File: config.mk
export PLATFORM = sky130hd
export DESIGN_NAME = prd_restart_delay
export DESIGN_NICKNAME = d
export VERILOG_FILES = /design/src/design/prd_edge_delay.v /design/src/design/prd_restart_delay.v
export VERILOG_INCLUDE_DIRS = /design/src /design/src/include
export SDC_FILE = /design/constraint.sdc
export NUM_CORES = 1
export LEC_CHECK = 0
export BUFFER_PORTS_ARGS = -buffer_cell sky130_fd_sc_hd__buf_2
export CAP_MARGIN = 10
export CORE_MARGIN = 2
export CORE_UTILIZATION = 45
export DETAILED_ROUTE_END_ITERATION = 10
export PLACE_DENSITY = 0.66
export SLEW_MARGIN = 5
export SYNTH_ARGS = -nofsm -noshare
export SYNTH_HDL_FRONTEND = slang
export SYNTH_HIERARCHICAL = 1
export SYNTH_SLANG_ARGS = --single-unit
export TNS_END_PERCENT = 50
File: constraint.sdc
create_clock -name clk -period 4.1 [get_ports clk]
set_input_delay 0.41 -clock clk [delete_from_list [all_inputs] [get_ports clk]]
set_output_delay 0.41 -clock clk [all_outputs]
set_load 0.01 [all_outputs]
File: src/include/prd_consts.vh
`ifndef PRD_CONSTS_VH
`define PRD_CONSTS_VH

// ****************************************
// Register byte offsets
// ****************************************
`define PRD_OFS_CTRL          12'h000
`define PRD_OFS_SHDN          12'h004
`define PRD_OFS_STATUS        12'h008

// ****************************************
// Control register fields
// ****************************************
`define PRD_CTRL_RESTART_BIT  7
`define PRD_CTRL_DELAY_MSB    6
`define PRD_CTRL_DELAY_LSB    0
`define PRD_CTRL_RESET        8'h00

// ****************************************
// Shutdown register fields
// ****************************************
`define PRD_SHDN_FLAG_BIT     7
`define PRD_SHDN_AC_MSB       3
`define PRD_SHDN_AC_LSB       2
`define PRD_SHDN_BD_MSB       1
`define PRD_SHDN_BD_LSB       0
`define PRD_SHDN_RESET        8'h00

// ****************************************
// Shutdown pin state codes
// ****************************************
`define PRD_SS_LOW            2'h0
`define PRD_SS_HIGH           2'h1

// ****************************************
// Timing
// ****************************************
`define PRD_TOSC_PER_INSN     4
`define PRD_INSN_CNT_W        2
`define PRD_INSN_LAST         2'h3

`endif

File: src/design/prd_edge_delay.v
`timescale 1ns/1ps
`default_nettype none

module prd_edge_delay (
    input  wire       clk,
    input  wire       nrst,
    input  wire       insnTick,
    input  wire [6:0] delayCount,
    input  wire       schedIn,
    output wire       delayedOut
);

    reg       prevQ;
    reg       outQ;
    reg       pendQ;
    reg [6:0] cntQ;

    wire riseEvt = schedIn & ~prevQ;

    // ****************************************
    // Active edge delay
    // ****************************************
    always @(posedge clk or negedge nrst) begin
        if (!nrst) begin
            prevQ <= 1'b0;
            outQ  <= 1'b0;
            pendQ <= 1'b0;
            cntQ  <= 7'h00;
        end else begin
            prevQ <= schedIn;
            if (!schedIn) begin
                outQ  <= 1'b0;
                pendQ <= 1'b0;
            end else if (riseEvt) begin
                if (delayCount == 7'h00) begin
                    outQ <= 1'b1;
                end else begin
                    pendQ <= 1'b1;
                    cntQ  <= delayCount;
                end
            end else if (pendQ && insnTick) begin
                if (cntQ == 7'h01) begin
                    outQ  <= 1'b1;
                    pendQ <= 1'b0;
                end
                cntQ <= cntQ - 7'h01;
            end
        end
    end

    assign delayedOut = outQ;

endmodule

`default_nettype wire

File: src/design/prd_restart_delay.v
// Notes on behaviour
// - Restart enabled: flag clears itself when shutdown condition goes away.
// - Restart disabled: outputs stay shut down until software writes flag zero.
// - Active-going edge delayed by 7-bit count of instruction cycles.
// - Every reset clears all eight control bits to zero.
// - Shutdown drives each pin pair low, high or released per its field.
//
// The APB slave port and the address map were chosen for this implementation.
`include "prd_consts.vh"
`timescale 1ns/1ps
`default_nettype none

module prd_restart_delay (
    input  wire        clk,
    input  wire        nrst,
    input  wire        psel,
    input  wire        penable,
    input  wire        pwrite,
    input  wire [11:0] paddr,
    input  wire [31:0] pwdata,
    input  wire [3:0]  pstrb,
    output wire        pready,
    output reg  [31:0] prdata,
    output wire        pslverr,
    input  wire        shutdownPin,
    input  wire [3:0]  pwmSched,
    output reg  [3:0]  pinOut,
    output reg  [3:0]  pinOeN,
    output wire        shutdownActive
);

    // ****************************************
    // State
    // ****************************************
    reg  [7:0] ctrlQ;
    reg  [7:0] ctrlD;
    reg        flagQ;
    reg        flagD;
    reg  [1:0] acStateQ;
    reg  [1:0] acStateD;
    reg  [1:0] bdStateQ;
    reg  [1:0] bdStateD;
    reg        syncQ1;
    reg        syncQ2;
    reg  [`PRD_INSN_CNT_W-1:0] insnCntQ;
    reg  [3:0] pinOutD;
    reg  [3:0] pinOeND;
    reg  [31:0] rdD;

    wire       autoRestart;
    wire [6:0] delayCount;
    wire       insnTick;
    wire [3:0] delayedPwm;
    wire       setupPh;
    wire       accessPh;
    wire       wrAcc;
    wire       hitCtrl;
    wire       hitShdn;
    wire       hitStatus;
    wire       mapped;

    assign autoRestart = ctrlQ[`PRD_CTRL_RESTART_BIT];
    assign delayCount  = ctrlQ[`PRD_CTRL_DELAY_MSB:`PRD_CTRL_DELAY_LSB];

    // ****************************************
    // APB decode
    // ****************************************
    assign setupPh   = psel & ~penable;
    assign accessPh  = psel & penable;
    assign wrAcc     = accessPh & pwrite;
    assign hitCtrl   = (paddr == `PRD_OFS_CTRL);
    assign hitShdn   = (paddr == `PRD_OFS_SHDN);
    assign hitStatus = (paddr == `PRD_OFS_STATUS);
    assign mapped    = hitCtrl | hitShdn | hitStatus;
    assign pready    = 1'b1;
    assign pslverr   = accessPh & ~mapped;

    // ****************************************
    // Shutdown pin synchroniser
    // ****************************************
    always @(posedge clk or negedge nrst) begin
        if (!nrst) begin
            syncQ1 <= 1'b0;
            syncQ2 <= 1'b0;
        end else begin
            syncQ1 <= shutdownPin;
            syncQ2 <= syncQ1;
        end
    end

    // ****************************************
    // Instruction clock, four oscillator periods
    // ****************************************
    always @(posedge clk or negedge nrst) begin
        if (!nrst) begin
            insnCntQ <= {`PRD_INSN_CNT_W{1'b0}};
        end else begin
            insnCntQ <= insnCntQ + {{(`PRD_INSN_CNT_W-1){1'b0}}, 1'b1};
        end
    end

    assign insnTick = (insnCntQ == `PRD_INSN_LAST);

    // ****************************************
    // Control register next value
    // ****************************************
    always @* begin
        ctrlD = ctrlQ;
        if (wrAcc && hitCtrl && pstrb[0]) begin
            ctrlD = pwdata[7:0];
        end
    end

    // ****************************************
    // Shutdown register next value
    // ****************************************
    always @* begin
        flagD    = flagQ;
        acStateD = acStateQ;
        bdStateD = bdStateQ;
        if (wrAcc && hitShdn && pstrb[0]) begin
            flagD    = pwdata[`PRD_SHDN_FLAG_BIT];
            acStateD = pwdata[`PRD_SHDN_AC_MSB:`PRD_SHDN_AC_LSB];
            bdStateD = pwdata[`PRD_SHDN_BD_MSB:`PRD_SHDN_BD_LSB];
        end
        if (autoRestart && flagQ && !syncQ2) begin
            flagD = 1'b0;
        end
        if (syncQ2) begin
            flagD = 1'b1;
        end
    end

    // ****************************************
    // Register update
    // ****************************************
    always @(posedge clk or negedge nrst) begin
        if (!nrst) begin
            ctrlQ    <= `PRD_CTRL_RESET;
            flagQ    <= 1'b0;
            acStateQ <= 2'h0;
            bdStateQ <= 2'h0;
        end else begin
            ctrlQ    <= ctrlD;
            flagQ    <= flagD;
            acStateQ <= acStateD;
            bdStateQ <= bdStateD;
        end
    end

    assign shutdownActive = flagQ;

    // ****************************************
    // Read data, latched in setup phase
    // ****************************************
    always @* begin
        rdD = 32'h0000_0000;
        if (hitCtrl) begin
            rdD[7:0] = ctrlQ;
        end else if (hitShdn) begin
            rdD[`PRD_SHDN_FLAG_BIT]                    = flagQ;
            rdD[`PRD_SHDN_AC_MSB:`PRD_SHDN_AC_LSB]     = acStateQ;
            rdD[`PRD_SHDN_BD_MSB:`PRD_SHDN_BD_LSB]     = bdStateQ;
        end else if (hitStatus) begin
            rdD[3:0] = delayedPwm;
            rdD[4]   = syncQ2;
        end
    end

    always @(posedge clk or negedge nrst) begin
        if (!nrst) begin
            prdata <= 32'h0000_0000;
        end else if (setupPh && !pwrite) begin
            prdata <= rdD;
        end
    end

    // ****************************************
    // Per-pin active edge delay
    // ****************************************
    genvar gi;
    generate
        for (gi = 0; gi < 4; gi = gi + 1) begin : gPin
            prd_edge_delay uDelay (
                .clk        (clk),
                .nrst       (nrst),
                .insnTick   (insnTick),
                .delayCount (delayCount),
                .schedIn    (pwmSched[gi]),
                .delayedOut (delayedPwm[gi])
            );
        end
    endgenerate

    // ****************************************
    // Output pin drive
    // ****************************************
    always @* begin
        pinOutD = delayedPwm;
        pinOeND = 4'h0;
        if (flagQ) begin
            // Pins 0 and 2 form pair AC, pins 1 and 3 pair BD
            if (acStateQ == `PRD_SS_LOW) begin
                pinOutD[0] = 1'b0;
                pinOutD[2] = 1'b0;
            end else if (acStateQ == `PRD_SS_HIGH) begin
                pinOutD[0] = 1'b1;
                pinOutD[2] = 1'b1;
            end else begin
                pinOutD[0] = 1'b0;
                pinOutD[2] = 1'b0;
                pinOeND[0] = 1'b1;
                pinOeND[2] = 1'b1;
            end
            if (bdStateQ == `PRD_SS_LOW) begin
                pinOutD[1] = 1'b0;
                pinOutD[3] = 1'b0;
            end else if (bdStateQ == `PRD_SS_HIGH) begin
                pinOutD[1] = 1'b1;
                pinOutD[3] = 1'b1;
            end else begin
                pinOutD[1] = 1'b0;
                pinOutD[3] = 1'b0;
                pinOeND[1] = 1'b1;
                pinOeND[3] = 1'b1;
            end
        end
    end

    always @(posedge clk or negedge nrst) begin
        if (!nrst) begin
            pinOut <= 4'h0;
            pinOeN <= 4'h0;
        end else begin
            pinOut <= pinOutD;
            pinOeN <= pinOeND;
        end
    end

endmodule

`default_nettype wire

# Word-level counts from Yosys, hierarchy flattened
# Index checks and enable logic that the tools add are counted.
# Widths: inputs -> output; s select.
# classes
add_sub_neg	5
mul	0
div_mod_pow	0
order_cmp	0
eq_ne	29
shift	0
mux	63
bitwise_logic	16
n_reduce_logical	34
# ops
cell	n
$mux 7	9
$mux 1	48
$reduce_and 3->1	12
$eq 7x1->1 const B	4
$sub 7x1->7 const B	4
$ne 3x1->1 const B	8
$ne 3x3->1 const B	8
$eq 12x3->1 const B	1
$eq 12x4->1 const B	1
$logic_not 12->1	1
$mux 4	3
$logic_and 1x1->1	11
$mux 5	2
$and 1x1->1	8
$ne 2x2->1 const B	4
$reduce_bool 2->1	4
$logic_not 7->1	1
$not 1->1	6
$eq 2x1->1 const B	2
$logic_not 2->1	2
$reduce_bool 3->1	1
$add 2x1->2 const B	1
$eq 2x2->1 const B	1
$logic_not 1->1	2
2 further kinds	3
# word_totals
register_bits	73
latchBits	0
ramBits	0
mem_bits_ro	0
input_bits	58
output_inout_bits	43
mem_count	0

# Longest topological paths before layout
# depth
depth_word	7
mapped_depth	6
depth_no_buf	6

# Cells and area by module
# The synthesis kept the hierarchy.
# by_module_without_submodules
module	n_inst	cells_per_inst	area_per_inst_um2	seq_area_each_um2
prd_edge_delay	4	65	628.1	250.2
prd_restart_delay	1	139	1606.5	775.7

# Worst setup path before layout
# OpenSTA, ideal clock, no wires.
# synth_timing
path_type	flip-flop to flip-flop
startpoint	register ctrlQ[2]
endpoint	register gPin[0].uDelay.cntQ[6]
setup_ps	121
t_arrival_ps	1763
setup_slack_ps	2216
path_stages_with_launch	5
period_less_slack_ps	1884
cell_sequence	dfrtp_1 > or4_4 > o41a_4 > o22a_1 > o22a_1
# synth_via
elab_chain_len	3
# synth_lines
element	line	text
start: declaration	prd_restart_delay.v:35	reg [7:0] ctrlQ;
start signal: assignment	prd_restart_delay.v:139	ctrlQ <= `PRD_CTRL_RESET;
start signal: assignment	prd_restart_delay.v:144	ctrlQ <= ctrlD;
$logic_not 7->1	prd_edge_delay.v:35	if (delayCount == 7'h00) begin
$ne 2x2->1 (no line)	n/a	
$reduce_and 3->1 (no line)	n/a	
end signal: assignment	prd_edge_delay.v:39	cntQ <= delayCount;
end signal: assignment	prd_edge_delay.v:46	cntQ <= cntQ - 7'h01;
end: declaration	prd_edge_delay.v:16	reg [6:0] cntQ;
# No other way between the ends.
# A chain may end at the register's enable or synchronous reset.

# Worst setup path in the final report
# layout_timing
startpoint	register ctrlQ[1]
endpoint	register gPin[3].uDelay.cntQ[1]
# layout_via
elab_chain_len	3
word_cells_on_any_way	5
cone_classes	eq/ne: 1; mux: 2; reduce/logical: 2
# layout_lines
element	line
$logic_not 7->1	prd_edge_delay.v:35
$ne 2x2->1 (no line)	n/a
$reduce_and 3->1 (no line)	n/a
end signal: assignment	prd_edge_delay.v:39
end signal: assignment	prd_edge_delay.v:46
end: declaration	prd_edge_delay.v:16
# Several ways; a longest one is shown, not always the timed one. The select of a mux whose other input is x is not followed.

==> impl_metrics.env <==
export IMPL_powerDensity_mw_per_mm2=309.5
export IMPL_rrSetupSlack_ns=1.85
export IMPL_drc=0
export IMPL_fin_nets=514
export IMPL_slew_headroom_pct=33.28
export IMPL_dpl_worst_slack_ns=1.903
export IMPL_overflow=0
export IMPL_rows=34
export IMPL_root_buffer="clkbuf_8"
export IMPL_setup_tns_ns=0
export IMPL_die_width_um=99.67
export IMPL_crit_path_end="gPin[3].uDelay/cntQ[1]"
export IMPL_io_buffers=48
export IMPL_yosysWarnings=6
export IMPL_clock_sinks=71
export IMPL_die_area_sq_mm=0.009934
export IMPL_cts_tree="built"
export IMPL_cp_required_ns=4.33
export IMPL_start_util_pct=46.77
export IMPL_slowest_stage="or4_4"
export IMPL_whs_ns=0.1614
export IMPL_synth_cells=399
export IMPL_antenna_found_initial=0
export IMPL_timing_final_ws_setup_ns=1.850
export IMPL_insertion_delay_ns=0.35
export IMPL_rsz0062_at_grt="false"
export IMPL_ant_nets=0
export IMPL_drive_gt1_share_pct=24.12
export IMPL_core_area_sq_mm=0.008806
export IMPL_clock_skew_final_ns=0.01311
export IMPL_fp_dieH_um=99.67
export IMPL_r2r_start="ctrlQ[1]"
export IMPL_synth_edf_count=0
export IMPL_drtIter0Drc=216
export IMPL_r2r_cells=4
export IMPL_synthDominantCellAreaShare_pct=43.13
export IMPL_worst_path_buf_inv=0
export IMPL_hold_depth=1
export IMPL_area_growth_syn_to_layout_pct=10.60
export IMPL_synth_cell_types=50
export IMPL_holdBufCountCts=0
export IMPL_finalMaxSlewViolations=0
export IMPL_cp_top_family="simple AND/OR/NAND/NOR gates"
export IMPL_dp_hpwl_um=6438
export IMPL_yosysMostFrequentCell="dfrtp_1"
export IMPL_gr_usage_all_layers_pct=19.55
export IMPL_status="finished, final reports clean"
export IMPL_worst_setup_path_type="reg -> reg"
export IMPL_ys_top_cells_by_area="dfrtp_1, buf_4, o22a_1"
export IMPL_synth_largest_area_cell="dfrtp_1"
export IMPL_min_period_ns=2.250
export IMPL_cts_setup_buffers=0
export IMPL_worstMarginPinSlew_ns=1.001
export IMPL_yosysSeqAreaShare_pct=43.13
export IMPL_grt_pass1_vias=3145
export IMPL_grt_pass1_wl_um=15460
export IMPL_fin_crit_sh_pct=54.88
export IMPL_viasPerCell=5.971
export IMPL_wl_per_cell_um=16.64
export IMPL_cts_buffer_depth=2
export IMPL_crit_start="ctrlQ[1]"
export IMPL_finalSetupViolations=0
export IMPL_hold_viol=0
export IMPL_post_cts_resized=0
export IMPL_h_tree_depth=3
export IMPL_cp_arrival_ns=2.48
export IMPL_dr_pass1_iters=5
export IMPL_start_kind="flop"
export IMPL_synth_top_cells_by_count="dfrtp_1, nor2_1, a21oi_1"
export IMPL_path_max_fanout=10
export IMPL_synth_seq_cells=71
export IMPL_reg2reg_to="gPin[3].uDelay/cntQ[1]"
export IMPL_synth_area_sq_mm=0.004119
export IMPL_wl_um=9320
export IMPL_path_cells="or4_4, o41ai_2, nand2_2, mux2_4"
export IMPL_drv_cap=0
export IMPL_hold_path_class="in -> reg"
export IMPL_synth_ff_type="dfrtp_1"
export IMPL_cts_buffers=9
export IMPL_syn_area_per_cell_sq_um=10.32
export IMPL_ios=101
export IMPL_crit_cells=4
export IMPL_slowest_delay_ns=0.60
export IMPL_total_leakage_power_nw=2.164
export IMPL_diodes=0
export IMPL_async_flop_share_pct=100.0
export IMPL_place_congestion=0.8817
export IMPL_clk_pin_slew_ns=0.08
export IMPL_critPathCaptureType="flop"
export IMPL_peakVddDrop_v=0.0001633
export IMPL_num_vias=3344
export IMPL_max_freq_ghz=0.4444
export IMPL_grt_max_degree=46
==> power breakdown <==
part	leakage [nW]	total (W)	internal, W	switching, W
clock network	0.105	0.000578	0.000288	0.000290
registers	0.913	0.000720	0.000712	0.00000868
logic	1.15	0.000112	0.0000367	0.0000751
total	2.16	0.00141	0.00104	0.000373
==> worst min path at each step <==
| stage | from | to | slack, ns |
|---|---|---|---|
| 5_1_grt | shutdownPin | syncQ1 | 0.14 |
| 2_1_floorplan | nrst | acStateQ[0] | 0.11 |
| 4_1_cts | shutdownPin | syncQ1 | 0.15 |
| 3_5_place_dp | syncQ1 | syncQ2 | 0.33 |
| 6_report | shutdownPin | syncQ1 | 0.16 |
| 3_3_place_gp | syncQ1 | syncQ2 | 0.33 |
==> sequential cells by signal (all words and copies together), names as in the netlist <==
name,flops
gPin.uDelay/delayedOut,4
pinOeN,2
insnCntQ,2
gPin.uDelay/cntQ,28
acStateQ,2
gPin.uDelay/prevQ,4
syncQ1,1
shutdownActive,1
gPin.uDelay/pendQ,4
syncQ2,1
prdata,8
pinOut,4
ctrlQ,8
bdStateQ,2
==> cell families (layout without fill, tap and decap cells) <==
group	count (synthesis)	in the layout	synth area share (%)
flops	71	71	43.13
mux	19	19	5.498
buf+inv	49	79	6.986
compound gates	114	114	20.75
other cells	2	25	0.1823
simple gates	135	135	20.72
fa+ha+maj	9	9	2.734
==> layout by cell type (no fill, tap or decap), types with 5 or more instances in the layout <==
cell      instances
ha_1              9
o22a_1           17
buf_2            48
nor4_1           12
a21oi_1          28
nand4_1           6
nor2_4            5
o21ai_0          13
clkbuf_8          9
nand2b_1          8
dfrtp_1          71
o22ai_1           7
nor2_1           34
conb_1           25
nor3_1           13
nand2_1          15
mux2_2           12
a31oi_1          12
inv_1            14
==> layout make-up <==
class	instances	area [sq um]
tap	108	135.1
sequential	71	1777
clock inverter	7	78.83
timing repair buffer	49	247.7
multi-input combinational	302	2141
fill	786	4250
inverter	14	52.55
clock buffer	9	123.9
==> per-layer routing <==
layer | routed length [um] | part of all wire [%] | vias up | track usage (%)
met1 | 4187 | 45 | 1657 | 26.11
met5 | 0 | 0 | - | 0
met4 | 89 | 0.95 | 0 | 4.847
met3 | 455 | 4.9 | 10 | 4.287
li1 | - | - | 1567 | -
met2 | 4587 | 49 | 110 | 32.48
==> through the flow <==
stage | utilization (%) | total power [W] | cell area, sq um | instances
after floorplan | - | 0.0008113 | 4205 | 422
after global placement | 49.43 | 0.0008434 | 4353 | 544
after detailed placement | 49.43 | 0.0008457 | 4353 | 544
after CTS | 51.73 | 0.001430 | 4556 | 560
after global routing | 51.73 | 0.001474 | 4556 | 560
final | 51.73 | 0.001410 | 4556 | 560
Power figures use the tool's default switching activity.
